--- src/pkg/fpc_pkg.sv ---
package fpc_pkg;
	// Address split: sector above page
	localparam int SEC_W = 2;
	localparam int PG_W = 4;
	localparam int ADR_W = SEC_W + PG_W;
	localparam int PAGES = 64;
	localparam int CNT_W = 12;
	localparam int MEM_W = CNT_W + 1;
	localparam int LOCK_BIT = CNT_W;
	localparam int TMR_W = 20;
	// Commit time per page, erase included
	localparam longint PROG_TIME_NS = 6800000;
	localparam longint CLK_NS = 8;
	localparam int PROG_CYCLES = int'((PROG_TIME_NS + CLK_NS - 1) / CLK_NS);
	// Status codes
	localparam logic [1:0] ST_OK = 2'h0;
	localparam logic [1:0] ST_REFUSED = 2'h1;
	localparam logic [1:0] ST_ECC = 2'h2;
	localparam logic [1:0] ST_WEAR = 2'h3;
	// Register byte offsets
	localparam logic [7:0] A_CTRL = 8'h00;
	localparam logic [7:0] A_PBADDR = 8'h04;
	localparam logic [7:0] A_THRESH = 8'h08;
	localparam logic [7:0] A_IRQ_STAT = 8'h0C;
	localparam logic [7:0] A_IRQ_EN = 8'h10;
	localparam logic [7:0] A_IRQ_CLR = 8'h14;
	localparam logic [7:0] A_OPSTAT = 8'h18;
	// Field positions and reset values
	localparam int CTRL_ECC_FORCE = 0;
	localparam int IRQ_DONE = 0;
	localparam int IRQ_ERR = 1;
	localparam int IRQ_W = 2;
	localparam int OPS_BUSY = 0;
	localparam int OPS_CODE = 1;
	localparam int OPS_STATE = 4;
	localparam logic [CNT_W-1:0] THRESH_RST = 12'h3E8;
	localparam logic [ADR_W-1:0] PBADDR_RST = 6'h00;
	typedef enum logic [4:0] {
		S_IDLE = 5'h01,
		S_RD = 5'h02,
		S_CHK = 5'h04,
		S_WR = 5'h08,
		S_DONE = 5'h10
	} fpc_state_t;
endpackage

--- src/core/fpc_page_mem.sv ---
`timescale 1ns/1ns
// Per-page lock bit and write count; read data registered
module fpc_page_mem (
	input wire logic clk_i,
	input wire logic we_i,
	input wire logic [fpc_pkg::ADR_W-1:0] waddr_i,
	input wire logic [fpc_pkg::MEM_W-1:0] wdata_i,
	input wire logic [fpc_pkg::ADR_W-1:0] raddr_i,
	output logic [fpc_pkg::MEM_W-1:0] rdata_o
);
	logic [fpc_pkg::MEM_W-1:0] mem [fpc_pkg::PAGES];

	// Fresh array: unlocked, never written
	initial begin
		for (int i = 0; i < fpc_pkg::PAGES; i++) begin
			mem[i] = '0;
		end
	end

	always_ff @(posedge clk_i) begin
		if (we_i) begin
			mem[waddr_i] <= wdata_i;
		end
		rdata_o <= mem[raddr_i];
	end
endmodule

--- src/core/fpc_commit_ctrl.sv ---
`timescale 1ns/1ns
// Notes on behaviour
// - A commit request starts copying the whole page buffer into the array.
// - A commit, erase included, is timed to 6.8 ms per page.
// - Busy stays high for the whole write and falls only after it ends.
// - A commit compares the sector and page address with the stored page buffer address.
// - On a mismatch without redirect the commit aborts with an error status.
// - With redirect the buffer goes to the addressed page unless that page is locked.
// - Set-write-lock with a commit puts the addressed page into locked mode.
// - A locked page is never overwritten by a later commit or erase.
// - Status 01 leaves the page unchanged; any other status means it was modified.
// - A commit aimed at a locked page ends with status 01.
// - Status 11 reports a write count above the write threshold.
// - Status 10 reports an uncorrectable error in the committed page.
// - Redirect is sampled only with a commit or erase request.
module fpc_commit_ctrl #(
	parameter int PROG_CYCLES = fpc_pkg::PROG_CYCLES
) (
	input wire logic clk_i,
	input wire logic rst_i,
	input wire logic wb_cyc_i,
	input wire logic wb_stb_i,
	input wire logic wb_we_i,
	input wire logic [7:0] wb_adr_i,
	input wire logic [3:0] wb_sel_i,
	input wire logic [31:0] wb_dat_i,
	output logic [31:0] wb_dat_o,
	output logic wb_ack_o,
	input wire logic commit_req_i,
	input wire logic page_erase_request_i,
	input wire logic redirect_target_page_i,
	input wire logic set_write_lock_i,
	input wire logic [fpc_pkg::ADR_W-1:0] addr_i,
	output logic busy_o,
	output logic [1:0] status_o,
	output logic irq_o
);
	fpc_pkg::fpc_state_t state_ff;
	logic ack_ff, busy_ff, irq_ff, ecc_force_ff;
	logic is_commit_ff, redir_ff, lock_req_ff;
	logic [31:0] dat_ff;
	logic [1:0] code_ff;
	logic [fpc_pkg::ADR_W-1:0] adr_ff, pb_addr_ff;
	logic [fpc_pkg::CNT_W-1:0] thresh_ff;
	logic [fpc_pkg::IRQ_W-1:0] istat_ff, ien_ff;
	logic [fpc_pkg::TMR_W-1:0] tmr_ff;
	logic [fpc_pkg::MEM_W-1:0] rdata, wdata;
	logic [fpc_pkg::CNT_W-1:0] nxt_count;
	logic accept, wb_wr, wb_rd, mismatch, locked, refuse, mem_we, done_ev;
	logic [1:0] fin_code;
	logic [31:0] m_ctrl, m_pb, m_th, m_en;
	logic [fpc_pkg::IRQ_W-1:0] irq_clr, irq_set;

	// Byte-lane merge for register writes
	function automatic logic [31:0] wmerge(input logic [31:0] old, input logic [31:0] d, input logic [3:0] s);
		logic [31:0] r;
		r = old;
		for (int b = 0; b < 4; b++) begin
			if (s[b]) begin
				r[b*8 +: 8] = d[b*8 +: 8];
			end
		end
		return r;
	endfunction

	// Merged write words, sliced per register below
	assign m_ctrl = wmerge(32'h0, wb_dat_i, wb_sel_i);
	assign m_pb = wmerge({26'h0, pb_addr_ff}, wb_dat_i, wb_sel_i);
	assign m_th = wmerge({20'h0, thresh_ff}, wb_dat_i, wb_sel_i);
	assign m_en = wmerge({30'h0, ien_ff}, wb_dat_i, wb_sel_i);

	// Writes land on the edge that shows ack, the one the master samples
	assign wb_wr = wb_cyc_i && wb_stb_i && wb_we_i && ack_ff;
	assign wb_rd = wb_cyc_i && wb_stb_i && !wb_we_i && !ack_ff;
	// Requests only taken when idle; a request under busy is ignored
	assign accept = (state_ff == fpc_pkg::S_IDLE) && (commit_req_i || page_erase_request_i);
	assign locked = rdata[fpc_pkg::LOCK_BIT];
	assign mismatch = is_commit_ff && (adr_ff != pb_addr_ff);
	// Locked target, or mismatch with no redirect
	assign refuse = locked || (mismatch && !redir_ff);
	assign nxt_count = rdata[fpc_pkg::CNT_W-1:0] + 12'h001;
	assign mem_we = (state_ff == fpc_pkg::S_WR) && (tmr_ff == '0);
	// Lock kept, or set by the commit qualifier
	assign wdata = {locked || (is_commit_ff && lock_req_ff), nxt_count};
	assign done_ev = (state_ff == fpc_pkg::S_DONE);

	// Completion code: wear over ECC over good
	always_comb begin
		if (nxt_count > thresh_ff) begin
			fin_code = fpc_pkg::ST_WEAR;
		end else if (ecc_force_ff && is_commit_ff) begin
			fin_code = fpc_pkg::ST_ECC;
		end else begin
			fin_code = fpc_pkg::ST_OK;
		end
	end

	fpc_page_mem u_mem (
		.clk_i(clk_i),
		.we_i(mem_we),
		.waddr_i(adr_ff),
		.wdata_i(wdata),
		.raddr_i(adr_ff),
		.rdata_o(rdata)
	);

	// Operation sequencer
	always_ff @(posedge clk_i) begin
		if (rst_i) begin
			state_ff <= fpc_pkg::S_IDLE;
			tmr_ff <= '0;
		end else begin
			case (state_ff)
				fpc_pkg::S_IDLE: begin
					if (accept) begin
						state_ff <= fpc_pkg::S_RD;
					end
				end
				fpc_pkg::S_RD: begin
					state_ff <= fpc_pkg::S_CHK;
				end
				fpc_pkg::S_CHK: begin
					if (refuse) begin
						state_ff <= fpc_pkg::S_DONE;
					end else begin
						state_ff <= fpc_pkg::S_WR;
						tmr_ff <= fpc_pkg::TMR_W'(PROG_CYCLES - 1);
					end
				end
				fpc_pkg::S_WR: begin
					if (tmr_ff == '0) begin
						state_ff <= fpc_pkg::S_DONE;
					end else begin
						tmr_ff <= tmr_ff - 1'b1;
					end
				end
				fpc_pkg::S_DONE: begin
					state_ff <= fpc_pkg::S_IDLE;
				end
				default: begin
					state_ff <= fpc_pkg::S_IDLE;
				end
			endcase
		end
	end

	// Request capture; qualifiers looked at only on acceptance
	always_ff @(posedge clk_i) begin
		if (rst_i) begin
			adr_ff <= '0;
			is_commit_ff <= 1'b0;
			redir_ff <= 1'b0;
			lock_req_ff <= 1'b0;
		end else if (accept) begin
			adr_ff <= addr_i;
			is_commit_ff <= commit_req_i;
			redir_ff <= redirect_target_page_i;
			lock_req_ff <= set_write_lock_i && commit_req_i;
		end
	end

	// Busy from acceptance until the done cycle ends
	always_ff @(posedge clk_i) begin
		if (rst_i) begin
			busy_ff <= 1'b0;
		end else if (accept) begin
			busy_ff <= 1'b1;
		end else if (done_ev) begin
			busy_ff <= 1'b0;
		end
	end

	// Status code lands one cycle before busy falls
	always_ff @(posedge clk_i) begin
		if (rst_i) begin
			code_ff <= fpc_pkg::ST_OK;
		end else if ((state_ff == fpc_pkg::S_CHK) && refuse) begin
			code_ff <= fpc_pkg::ST_REFUSED;
		end else if (mem_we) begin
			code_ff <= fin_code;
		end
	end

	// Software registers
	always_ff @(posedge clk_i) begin
		if (rst_i) begin
			ecc_force_ff <= 1'b0;
			pb_addr_ff <= fpc_pkg::PBADDR_RST;
			thresh_ff <= fpc_pkg::THRESH_RST;
			ien_ff <= '0;
		end else if (wb_wr) begin
			case (wb_adr_i)
				fpc_pkg::A_CTRL: begin
					ecc_force_ff <= m_ctrl[fpc_pkg::CTRL_ECC_FORCE];
				end
				fpc_pkg::A_PBADDR: begin
					pb_addr_ff <= m_pb[fpc_pkg::ADR_W-1:0];
				end
				fpc_pkg::A_THRESH: begin
					thresh_ff <= m_th[fpc_pkg::CNT_W-1:0];
				end
				fpc_pkg::A_IRQ_EN: begin
					ien_ff <= m_en[fpc_pkg::IRQ_W-1:0];
				end
				default: begin
				end
			endcase
		end
	end

	// Clear mask from the low byte only; events from the done cycle
	assign irq_clr = (wb_wr && (wb_adr_i == fpc_pkg::A_IRQ_CLR) && wb_sel_i[0]) ?
		wb_dat_i[fpc_pkg::IRQ_W-1:0] : '0;
	assign irq_set[fpc_pkg::IRQ_DONE] = done_ev;
	assign irq_set[fpc_pkg::IRQ_ERR] = done_ev && (code_ff != fpc_pkg::ST_OK);

	// Sticky events; a new event beats a clear in the same cycle
	always_ff @(posedge clk_i) begin
		if (rst_i) begin
			istat_ff <= '0;
		end else begin
			istat_ff <= (istat_ff & ~irq_clr) | irq_set;
		end
	end

	// Interrupt level, one cycle behind the status bits
	always_ff @(posedge clk_i) begin
		if (rst_i) begin
			irq_ff <= 1'b0;
		end else begin
			irq_ff <= |(istat_ff & ien_ff);
		end
	end

	// Bus answer one cycle after strobe; unmapped reads give zero
	always_ff @(posedge clk_i) begin
		if (rst_i) begin
			ack_ff <= 1'b0;
			dat_ff <= 32'h0;
		end else begin
			ack_ff <= wb_cyc_i && wb_stb_i && !ack_ff;
			if (wb_rd) begin
				case (wb_adr_i)
					fpc_pkg::A_CTRL: dat_ff <= {31'h0, ecc_force_ff};
					fpc_pkg::A_PBADDR: dat_ff <= {26'h0, pb_addr_ff};
					fpc_pkg::A_THRESH: dat_ff <= {20'h0, thresh_ff};
					fpc_pkg::A_IRQ_STAT: dat_ff <= {30'h0, istat_ff};
					fpc_pkg::A_IRQ_EN: dat_ff <= {30'h0, ien_ff};
					fpc_pkg::A_OPSTAT: dat_ff <= {23'h0, state_ff, 1'b0, code_ff, busy_ff};
					default: dat_ff <= 32'h0;
				endcase
			end
		end
	end

	assign wb_ack_o = ack_ff;
	assign wb_dat_o = dat_ff;
	assign busy_o = busy_ff;
	assign status_o = code_ff;
	assign irq_o = irq_ff;

	// Checks
	a_busy_on_req: assert property (@(posedge clk_i) disable iff (rst_i)
		accept |=> busy_o && (state_ff == fpc_pkg::S_RD))
		else $error("busy not raised after request");
	a_busy_write: assert property (@(posedge clk_i) disable iff (rst_i)
		(state_ff == fpc_pkg::S_WR) |-> busy_o)
		else $error("busy low while writing");
	a_write_time: assert property (@(posedge clk_i) disable iff (rst_i)
		$rose(state_ff == fpc_pkg::S_WR) |-> tmr_ff == fpc_pkg::TMR_W'(PROG_CYCLES - 1))
		else $error("write timer misloaded");
	a_mismatch_abort: assert property (@(posedge clk_i) disable iff (rst_i)
		(state_ff == fpc_pkg::S_CHK && mismatch && !redir_ff) |=> done_ev && status_o == fpc_pkg::ST_REFUSED)
		else $error("mismatch did not abort");
	a_lock_refuse: assert property (@(posedge clk_i) disable iff (rst_i)
		(state_ff == fpc_pkg::S_CHK && locked) |=> status_o == fpc_pkg::ST_REFUSED ##1 !busy_o)
		else $error("locked page not refused");
	a_no_write_refused: assert property (@(posedge clk_i) disable iff (rst_i)
		mem_we |=> status_o != fpc_pkg::ST_REFUSED)
		else $error("write ended with refused code");
	a_lock_sets: assert property (@(posedge clk_i) disable iff (rst_i)
		(mem_we && lock_req_ff) |-> wdata[fpc_pkg::LOCK_BIT])
		else $error("lock request not stored");
	a_redir_ignored: assert property (@(posedge clk_i) disable iff (rst_i)
		!accept |=> $stable(redir_ff))
		else $error("redirect sampled outside request");
	a_ok_status: assert property (@(posedge clk_i) disable iff (rst_i)
		(mem_we && fin_code == fpc_pkg::ST_OK) |=> status_o == fpc_pkg::ST_OK ##1 !busy_o)
		else $error("good commit not reported as 00");
	a_wear_code: assert property (@(posedge clk_i) disable iff (rst_i)
		(mem_we && nxt_count > thresh_ff) |=> status_o == fpc_pkg::ST_WEAR)
		else $error("threshold not reported");
	a_ecc_code: assert property (@(posedge clk_i) disable iff (rst_i)
		(mem_we && is_commit_ff && ecc_force_ff && nxt_count <= thresh_ff) |=> status_o == fpc_pkg::ST_ECC)
		else $error("ecc failure not reported");
	a_busy_release: assert property (@(posedge clk_i) disable iff (rst_i)
		done_ev |=> !busy_o && state_ff == fpc_pkg::S_IDLE)
		else $error("busy held after done");
	c_commit_ok: cover property (@(posedge clk_i) mem_we && is_commit_ff && fin_code == fpc_pkg::ST_OK);
	c_abort: cover property (@(posedge clk_i) state_ff == fpc_pkg::S_CHK && mismatch && !redir_ff);
	c_redirect: cover property (@(posedge clk_i) mem_we && redir_ff && mismatch);
	c_locked: cover property (@(posedge clk_i) state_ff == fpc_pkg::S_CHK && locked);
	c_wear: cover property (@(posedge clk_i) mem_we && nxt_count > thresh_ff);
endmodule

--- config.mk ---
export PLATFORM = sky130hd
export DESIGN_NAME = fpc_commit_ctrl
export DESIGN_NICKNAME = d
export VERILOG_FILES = /design/src/pkg/fpc_pkg.sv /design/src/core/fpc_page_mem.sv /design/src/core/fpc_commit_ctrl.sv
export SDC_FILE = /design/constraint.sdc
export NUM_CORES = 1
export LEC_CHECK = 0
export CAP_MARGIN = 20
export CELL_PAD_IN_SITES_DETAIL_PLACEMENT = 0
export CELL_PAD_IN_SITES_GLOBAL_PLACEMENT = 1
export CORE_MARGIN = 10
export CORE_UTILIZATION = 40
export CTS_BUF_LIST = sky130_fd_sc_hd__clkbuf_8
export DETAILED_ROUTE_END_ITERATION = 8
export DONT_BUFFER_PORTS = 1
export PLACE_DENSITY = 0.61
export SETUP_SLACK_MARGIN = 0.4
export SYNTH_ARGS = -nofsm -noshare
export SYNTH_HDL_FRONTEND = slang
export SYNTH_SLANG_ARGS = --single-unit
--- constraint.sdc ---
create_clock -name clk_i -period 5.9 [get_ports clk_i]
set_input_delay 1.18 -clock clk_i [delete_from_list [all_inputs] [get_ports clk_i]]
set_output_delay 1.18 -clock clk_i [all_outputs]
set_load 0.02 [all_outputs]
---- Yosys cells after proc, flatten, opt, wreduce, memory -nomap -nowiden ----
Memory sizes are Yosys's and may differ from the RTL's. A register that Yosys moved wholly into a read port is not among the register bits.
Cells that the tools add are included.
word-level totals
  register bits after elaboration ......... 94
  latch bits .............................. 0
  memory bits (writable) .................. 832
  memory bits (read-only) ................. 0
  input bits .............................. 59
  output and inout port bits .............. 37
  logic and storage cells ................. 98
  memories kept ........................... 1
memories
  name       words  bits a word  read ports  clocked after Yosys merged registers in  write ports  RTL line            text
  u_mem.mem  64     13           1           1                                        1            fpc_page_mem.sv:11  logic [fpc_pkg::MEM_W-1:0] mem [fpc_pkg::PAGES];
cells by class
  add/sub/neg operators ................... 2
  $mul .................................... 0
  divide/modulo/power cells ............... 0
  $lt $le $gt $ge ......................... 1
  eq/ne operators ......................... 16
  shift-type cells ........................ 0
  mux-type cells .......................... 18
  bitwise gates (word level) .............. 4
  reductions and logical operators ........ 38
operator list
  cell                     count
  $pmux W12 S6             1
  $mux W20                 2
  $pmux W20 S2             1
  $eq A8 B5 Y1 const B     3
  $logic_not A20 Y1        1
  $pmux W5 S4              1
  $sub A20 B1 Y20 const B  1
  $logic_and A1 B1 Y1      17
  $eq A8 B4 Y1 const B     2
  $mux W5                  3
  $reduce_and A3 Y1        5
  $add A12 B1 Y12 const B  1
  $gt A12 B12 Y1           1
  $eq A8 B3 Y1 const B     1
  $logic_not A8 Y1         1
  $reduce_bool A2 Y1       4
  $mux W1                  7
  $mux W2                  3
  $ne A2 B2 Y1 const B     3
  $ne A6 B6 Y1             1
  $eq A5 B1 Y1 const B     1
  $eq A5 B2 Y1 const B     1
  $eq A5 B3 Y1 const B     1
  $eq A5 B4 Y1 const B     1
  9 further kinds          16

---- Logic depth before layout (Yosys ltp) ----
Gate-level depths: netlist of the first run.
  depth in word-level cells ............... 9
  mapped depth ............................ 11
  depth with buffers taken out ............ 11

---- Cells and area by module ----
Synthesis of the first run repeated with hierarchy kept, for this count alone.
second synthesis, totals
  cells, all modules ...................... 1901
  area, all modules ....................... 36517.5 µm²
modules (own cells, without submodules)
  module           times used  cells each  area an instance (µm²)  seq. area each (µm²)
  fpc_page_mem     1           1402        32344.8                 25244.2
  fpc_commit_ctrl  1           499         4172.8                  1481.4

---- Worst setup path before layout of the first run ----
Ideal clock, no wire load.
  path type ............................... flip-flop to flip-flop
  start point ............................. register u_mem.rdata_o[2] in the netlist's numbering, read port of u_mem.mem
  end point ............................... register code_ff[0], in the netlist status_o[0]
  arrival ................................. 4.085 ns
  required time ........................... 5.758 ns
  slack ................................... 1.673 ns
  cell stages (with the launch flop) ...... 11
  period minus slack after synthesis ...... 4.227 ns
  cell sequence ........................... dfxtp_1 and3_1 and3_1 and3_1 nand3_1 xnor2_1 ha_1 nand3_1 or4_1 o211ai_1 a31oi_1
on the way
  longest elaborated chain between the ends .. 5
RTL lines
  item                           RTL line                text
  start: declaration             fpc_page_mem.sv:9       output logic [fpc_pkg::MEM_W-1:0] rdata_o
  $add A12 B1 Y12                fpc_commit_ctrl.sv:81   assign nxt_count = rdata[fpc_pkg::CNT_W-1:0] + 12'h001;
  named net nxt_count (one bit)  fpc_commit_ctrl.sv:48   logic [fpc_pkg::CNT_W-1:0] nxt_count;
  $gt A12 B12 Y1                 fpc_commit_ctrl.sv:89   if (nxt_count > thresh_ff) begin
  $mux W2                        fpc_commit_ctrl.sv:89
  $mux W1                        fpc_commit_ctrl.sv:179  end else if (mem_we) begin
  $mux W1                        fpc_commit_ctrl.sv:177  end else if ((state_ff == fpc_pkg::S_CHK) && refuse) begin
  end signal: assignment         fpc_commit_ctrl.sv:176  code_ff <= fpc_pkg::ST_OK;
  end signal: assignment         fpc_commit_ctrl.sv:178  code_ff <= fpc_pkg::ST_REFUSED;
  end signal: assignment         fpc_commit_ctrl.sv:180  code_ff <= fin_code;
  end: declaration               fpc_commit_ctrl.sv:42   logic [1:0] code_ff;
The timed path passes the listed nets, and every way through them passes these cells. The select of a mux whose other input is x is not followed.
A chain may end at the register's enable or synchronous reset.

---- Final worst setup path of the first run ----
  start point ............................. register state_ff[0]
  end point ............................... memory u_mem.mem[37][12] in the netlist's numbering, enable pin
on the way
  longest elaborated chain between the ends .. 4
RTL lines
  item                           RTL line                text
  start: declaration             fpc_commit_ctrl.sv:38   fpc_pkg::fpc_state_t state_ff;
  start signal: assignment       fpc_commit_ctrl.sv:110  state_ff <= fpc_pkg::S_IDLE;
  start signal: assignment       fpc_commit_ctrl.sv:116  state_ff <= fpc_pkg::S_RD;
  start signal: assignment       fpc_commit_ctrl.sv:120  state_ff <= fpc_pkg::S_CHK;
  $eq A5 B4 Y1                   fpc_commit_ctrl.sv:82   assign mem_we = (state_ff == fpc_pkg::S_WR) && (tmr_ff == '0);
  $logic_and A1 B1 Y1            fpc_commit_ctrl.sv:82
  $mux W1                        fpc_page_mem.sv:21      if (we_i) begin
  $mux W1 (implied by the code)  fpc_page_mem.sv:22      mem[waddr_i] <= wdata_i;
  end: declaration               fpc_page_mem.sv:11
Every way passes these cells.

==> metrics.md, run 1 <==
| Metric | Value |
|---|---|
| CTS buffer count | 154 |
| DR pass1 iterations | 7 |
| Top cells by count, synth | edfxtp_1 (832), nor2_1 (128), nand2_1 (111), a221oi_1 (102), dfxtp_1 (87) |
| Worst path cell trace | nor4_1 > nand2_1 > nor3_2 > nand2_1 > nor2_2 |
| Worst-Margin Slew | 1.12 ns |
| Reg area | 26700 µm² |
| Slew HR | 24.8% |
| Die area | 104000 µm² |
| Post-synth cell types | 79 |
| Ranking of synthesized cells by area | edfxtp_1 (68%), mux4_2 (5.0%), dfxtp_1 (4.8%) |
| Area grow syn2layout | 12.6% |
| Final nets | 2428 |
| IO Count | 96 |
| Total wire length | 108 mm |
| Vias | 21600 |
| Worst hold path class | input pin to register |
| RR Endpoint | u_mem.mem[37][12] |
| Non-filler cells in the finished layout | 3649 |
| R2R depth | 5 |
| CTS tree | yes |
| Leak pwr | 13.3 nW |
| Worst Path Arrival | 5.02 ns |
| Crit Path Max Fanout | 13 |
| Post-synth EDFFs | 832 |
| Post-CTS Hold Fix Bufs | 0 |
| Most numerous cell in the Yosys netlist | edfxtp_1 |
| Hold worst-path end | istat_ff[1] |
| Met2 routed WL | 50.6 mm |
| Final GP Congestion | 0.855 |
| Critical path required time | 6.33 ns |
| Clock network fraction of total power | 32.3% |
| CTS Sinks | 919 |
| Max Fclk | 218 MHz |
| Die Wd | 323 µm |
| Mapped Avg Cell Area | 16.5 µm² |
| Crit end category | register |
| Largest net degree at the start of global routing | 73 |
| Hold path startpoint | rst_i |
| Yosys reg bits | 919 |
| Most used cell, CP | nand2_1 |
| Placed insts | 3375 |
| Sw frac | 29.3% |
| Flop2flop setup slack | 1.31 ns |
| FF-to-FF Start | state_ff[0] |
| Endpoints failing setup | 0 |
| Hold Vio Cnt, Final | 0 |
| H-tree depth | 4 |
| Fin crit period | 4.59 ns |
| Status | finished clean |
| Post-CTS Setup Repair Bufs | 0 |
| Iter 0 DRT Violations | 2430 |
| RSZ-0062 raised after global routing | false |
| Synth async-reset ratio | 0% |
| Remaining Overflow, GRT | 0 |
| Area leader, netlist | edfxtp_1 |
| Critical Path Max Stage Delay | 1.02 ns |
| Switching power | 4.60 mW |
| Primary FF master, synth | edfxtp_1 |
| Fillers | 7875 |
| WL per Instance | 29.5 µm |
| PwrDens | 380 nW/µm² |
| Hold WS | 0.425 ns |
| Core Area | 90400 µm² |
| Antenna Nets Post-Route | 0 |
| Post-synthesis cell count | 2223 |
| Placed wire-length estimate | 64.5 mm |
| Worst IR drop on VDD | 0.000310 V |
| Met1 WL | 45.7 mm |
| P_int | 11.1 mW |
| Worst Hold Depth | 1 |
| Die Y | 323 µm |
| Initial antenna violation count | 3 |
| Vias per std cell | 5.92 |
| Fin area | 41200 µm² |
| Std cell rows | 110 |
| Resized cells post-CTS | 0 |
| Starting Density | 40.5% |
| Sequential cell area fraction in the yosys report | 73.0% |
| Critical path's slowest cell | nor3_2 |
| Area taken by multi-input logic gates | 9210 µm² |
| Synth Warn # | 0 |
| Final period util | 77.7% |
| WL met3 | 8.63 mm |
| Post-Place Cell Area | 38500 µm² |
| Root Driver | clkbuf_8 |
| Vias in the first global route | 21400 |
| Final Max Tran Viols | 0 |
| Worst-Skew Late Latency | 0.84 ns |
| Critical path type | register to register |
| Top routing layer used | met4 |
| Post-synthesis cell area | 36600 µm² |
| Clk buf depth | 3 |
| Sequential Power Share | 51.7% |
| Total Routing Usage GR | 20.5% |
| Max-cap violations | 0 |
| Clock-pin slew on the worst setup and hold paths | 0.06 ns |
| Sum of negative setup slack | 0 ns |
| Worst Setup Start Kind | register |
| Top cell type's share of synthesized area | 68.3% |
| Layout cell share with drive strength beyond 1 | 20.7% |
| Logic gate share of total power | 16.0% |
| Buffers on Ports | 0 |
| Clock skew | 0.0462 ns |
| DRC | 0 |
| First-pass GRT wire length | 155 mm |
## logic make-up after synthesis
logic type / share of synthesized area [%]
and+or+nand+nor: 5.28
DFF: 73.0
muxes: 9.24
xor gates and xnor gates: 0.407
AOI/OAI and AO/OA: 9.16
other: 0.0102
buffers and inverters: 2.41
adders and majority gates: 0.479
## per-stage QoR
step / setup WS [ns] / power, mW / util [%]
6_report: 1.31 / 15.7 / 45.6
5_1_grt: 1.14 / 16.2 / 45.6
4_1_cts: 1.39 / 15.8 / 45.6
3_5_place_dp: 1.41 / 10.7 / 42.6
3_3_place_gp: 1.53 / 10.6 / 42.6
2_1_floorplan: 1.67 / 9.53 / -
## worst max-delay path: cells and delay by family (launching register included)
family | cells | cell delay [ns]
and+or+nand+nor | 5 | 3.79
DFF | 1 | 0.37
## power by group through the flow
stage / Combinational, mW / Clock, mW / Sequential (mW)
after detailed placement: 2.49 / 0 / 8.23
after global routing: 2.65 / 5.46 / 8.10
after CTS: 2.50 / 5.17 / 8.09
final: 2.52 / 5.06 / 8.10
after floorplan: 1.31 / 0 / 8.22
after global placement: 2.42 / 0 / 8.23
## state kept, by name, summed over array words and instances, names as in the netlist, 2 cells and up
register	count
u_mem.mem	832
ien_ff	2
istat_ff	2
adr_ff	6
tmr_ff	20
u_mem.rdata_o	13
thresh_ff	12
state_ff	5
pb_addr_ff	6
status_o	2
wb_dat_o	12
## final cells by class
class | instances | area share (%)
sequential | 919 | 64.9
multi-input combinational | 1128 | 22.3
clock buffer | 156 | 5.21
tap | 1176 | 3.57
timing repair buffer | 122 | 2.37
clock inverter | 117 | 1.38
inverter | 30 | 0.273
antenna | 1 | 0.00607
## routing by layer
metal	vias up	GRT usage (%)
li1	9241	-
met1	11300	27.9
met2	930	32.6
met3	173	4.42
met4	0	6.49
met5	-	0
## worst max path at each step
stage | from | endpoint | slack (ns)
floorplan | u_mem.rdata_o[2] | status_o[0] | 1.67
global placement | state_ff[0] | u_mem.mem[37][12] | 1.53
detailed placement | state_ff[0] | u_mem.mem[37][0] | 1.41
CTS | state_ff[0] | u_mem.mem[13][8] | 1.39
global route | state_ff[0] | u_mem.mem[23][10] | 1.14
finish | state_ff[0] | u_mem.mem[37][12] | 1.31
## placed cells by master, fill, tap and decap left out, drive strengths merged, types with 10 or more instances in the layout
master and n:
clkbuf 156, edfxtp 832, mux4 82, conb 20
a221o 16, a211oi 19, nor3 19, a31oi 10
o21ai 50, nand2 111, clkinv 48, mux2i 70
inv 95, nor2b 13, a21oi 67, nand4 12
dfxtp 87, a22oi 70, nor2 128, buf 122
xnor2 11, ha 14, o211ai 15, a221oi 102
nand3 30, and3 13, mux2 74, o221ai 12
o22ai 41
Note: power is estimated with default switching activity, not from simulation.
==> run 2, diff against run 1 <==
PLACE_DENSITY = 0.63   (was 0.61)
clock period = 3.9 ns   (was 5.9 ns; I/O delays follow)
==> metrics.md, run 2 (synthesized netlist as in run 1, its figures left out) <==
| Metric | Value |
|---|---|
| Status | finished clean |
| Top delay family on crit path | compound AO/OA/AOI/OAI gates |
| Vias | 21700 (+0.42%) |
| Crit path buffers/inverters | 2 (+2) |
| Worst IR drop on VDD | 0.000368 V (+19%) |
| Die Y | 323 µm (unchanged) |
| Std cell rows | 110 (unchanged) |
| Worst Setup Start Kind | register |
| DR pass1 iterations | 5 (-2) |
| Initial antenna violation count | 4 (+1) |
| PwrDens | 577 nW/µm² (+52%) |
| Reg with most FFs | u_mem.mem |
| Max Fclk | 295 MHz (+35%) |
| FF-to-FF Start | adr_ff[2] |
| Buffers on Ports | 0 (unchanged) |
| Clock-pin slew on the worst setup and hold paths | 0.06 ns (about the same) |
| RR Endpoint | u_mem.rdata_o[8] |
| R2R depth | 7 (+2) |
| Worst path cell trace | buf_12 > mux2_2 > a221oi_1 > o22ai_1 > a221oi_1 > buf_4 > nand4_1 |
| Worst Setup SP | adr_ff[2] |
| Root Driver | clkbuf_8 |
| Largest net degree at the start of global routing | 65 (-11%) |
| WL per Instance | 29.2 µm (-0.94%) |
| CTS Sinks | 919 (unchanged) |
| Clock skew | 0.0455 ns (-0.000674 ns) |
| Post-Place Cell Area | 39000 µm² (+1.4%) |
| Commonest non-fill, non-tap cell in the layout | edfxtp_1 |
| Worst Path Arrival | 4.02 ns (-1.00 ns) |
| Post-CTS Setup Repair Bufs | 0 (unchanged) |
| Max-cap violations | 0 (unchanged) |
| Critical path's slowest cell | dfxtp_4 |
| Slew HR | 21.2% (-3.5 points) |
| Most frequent cells in the layout | edfxtp_1 (832), clkbuf_8 (161), buf_4 (154) |
| Final Max Tran Viols | 0 (unchanged) |
| Antenna Nets Post-Route | 0 (unchanged) |
| Largest regs | u_mem.mem x832, tmr_ff x20, u_mem.rdata_o x13 |
| Total Routing Usage GR | 20.5% (about the same) |
| Die area | 104000 µm² (unchanged) |
| Final period util | 87.0% (+9.3 points) |
| Crit path depth | 7 (+2) |
| Resized cells post-CTS | 0 (unchanged) |
| Fin area | 42000 µm² (+1.8%) |
| Final nets | 2475 (+1.9%) |
| Leak pwr | 13.7 nW (+2.5%) |
| Iter 0 DRT Violations | 2611 (+7.4%) |
| Remaining Overflow, GRT | 0 (unchanged) |
| CTS buffer count | 152 (-1.3%) |
| Hold Vio Cnt, Final | 0 (unchanged) |
| Hold path startpoint | addr_i[2] |
| Critical Path Max Stage Delay | 0.73 ns (-0.29 ns) |
| Critical path type | register to register |
| Most used cell, CP | a221oi_1 |
| Die Wd | 323 µm (unchanged) |
| Layout cell share with drive strength beyond 1 | 22.6% (+1.9 points) |
| Clk buf depth | 3 (unchanged) |
| Fin crit period | 3.39 ns (-1.19 ns) |
| CTS tree | yes |
| First-pass GRT wire length | 155 mm (+0.30%) |
| RSZ-0062 raised after global routing | false |
| Final GP Congestion | 0.854 (-0.15%) |
| Core Area | 90400 µm² (unchanged) |
| Power, Total | 24.2 mW (+54%) |
| Placed wire-length estimate | 66.1 mm (+2.4%) |
| Worst-Margin Slew | 1.17 ns (+0.0500 ns) |
| Sum of negative setup slack | 0 ns (unchanged) |
| Critical path required time | 4.53 ns (-1.80 ns) |
| Starting Density | 40.5% (unchanged) |
| Crit Path Max Fanout | 62 (+49) |
| Placed insts | 3421 (+1.4%) |
| Max reg flops | 832 (unchanged) |
| DRC | 0 (unchanged) |
| Area grow syn2layout | 14.6% |
| Crit end category | register |
| CP Capture Point | u_mem.rdata_o[8] |
| H-tree depth | 4 (unchanged) |
| Worst-Skew Late Latency | 0.84 ns (about the same) |
| Total wire length | 108 mm (+0.31%) |
| Worst hold path class | input pin to register |
| Endpoints failing setup | 0 (unchanged) |
| Post-CTS Hold Fix Bufs | 2 (+2) |
| Flop2flop setup slack | 0.51 ns (-0.81 ns) |
| IO Count | 96 (unchanged) |
| Vias in the first global route | 21900 (+2.3%) |
| Vias per std cell | 5.87 (-0.83%) |
| Non-filler cells in the finished layout | 3695 (+1.3%) |
-- run 2: cell count changes in the layout (fill, tap and decap cells not counted), sizes merged --
cell	change
dlygate4sd3	+1
clkinv	-1
inv	-10
clkinvlp	-2
diode	+1
bufinv	+4
buf	+48
clkbuf	+5
-- run 2: how the worst min path moves through the flow --
stage          slack (ns)  cells after the start         end
2_1_floorplan        0.43                      2  tmr_ff[19]
3_3_place_gp         0.45                      2    redir_ff
3_5_place_dp         0.46                      2  tmr_ff[19]
4_1_cts              0.02                      2   adr_ff[2]
5_1_grt              0.05                      2   adr_ff[2]
6_report             0.08                      2   adr_ff[2]
-- run 2: report_power, final --
part | total [mW] | switching, mW | internal [mW]
Combinational | 3.84 | 2.84 | 1.00
Sequential | 12.3 | 0.208 | 12.1
Clock | 8.06 | 3.93 | 4.13
-- run 2: per-stage QoR --
stage	utilization, %	hold slack (ns)	setup WS (ns)
floorplan	-	0.435	0.424
global placement	43.2	0.452	0.614
detailed placement	43.2	0.465	0.666
CTS	46.4	0.0161	0.634
global route	46.4	0.0549	0.528
finish	46.4	0.0812	0.507
-- run 2: cell type report --
class	instances	area, µm²
Clock inverter	108	646
Sequential cell	919	26700
Fill cell	7784	48500
Clock buffer	161	2220
Tap cell	1176	1470
Timing Repair Buffer	171	1480
Inverter	30	113
Multi-Input combinational cell	1128	9280
Antenna cell	2	5.00
-- run 2: metal layers --
layer,global-route usage [%],vias up,part of all wire [%]
met1,27.4,11300,42
met5,0,-,0.010
met4,6.93,2,2.9
met3,5.21,190,8.4
met2,32.5,937,47
li1,-,9315,-
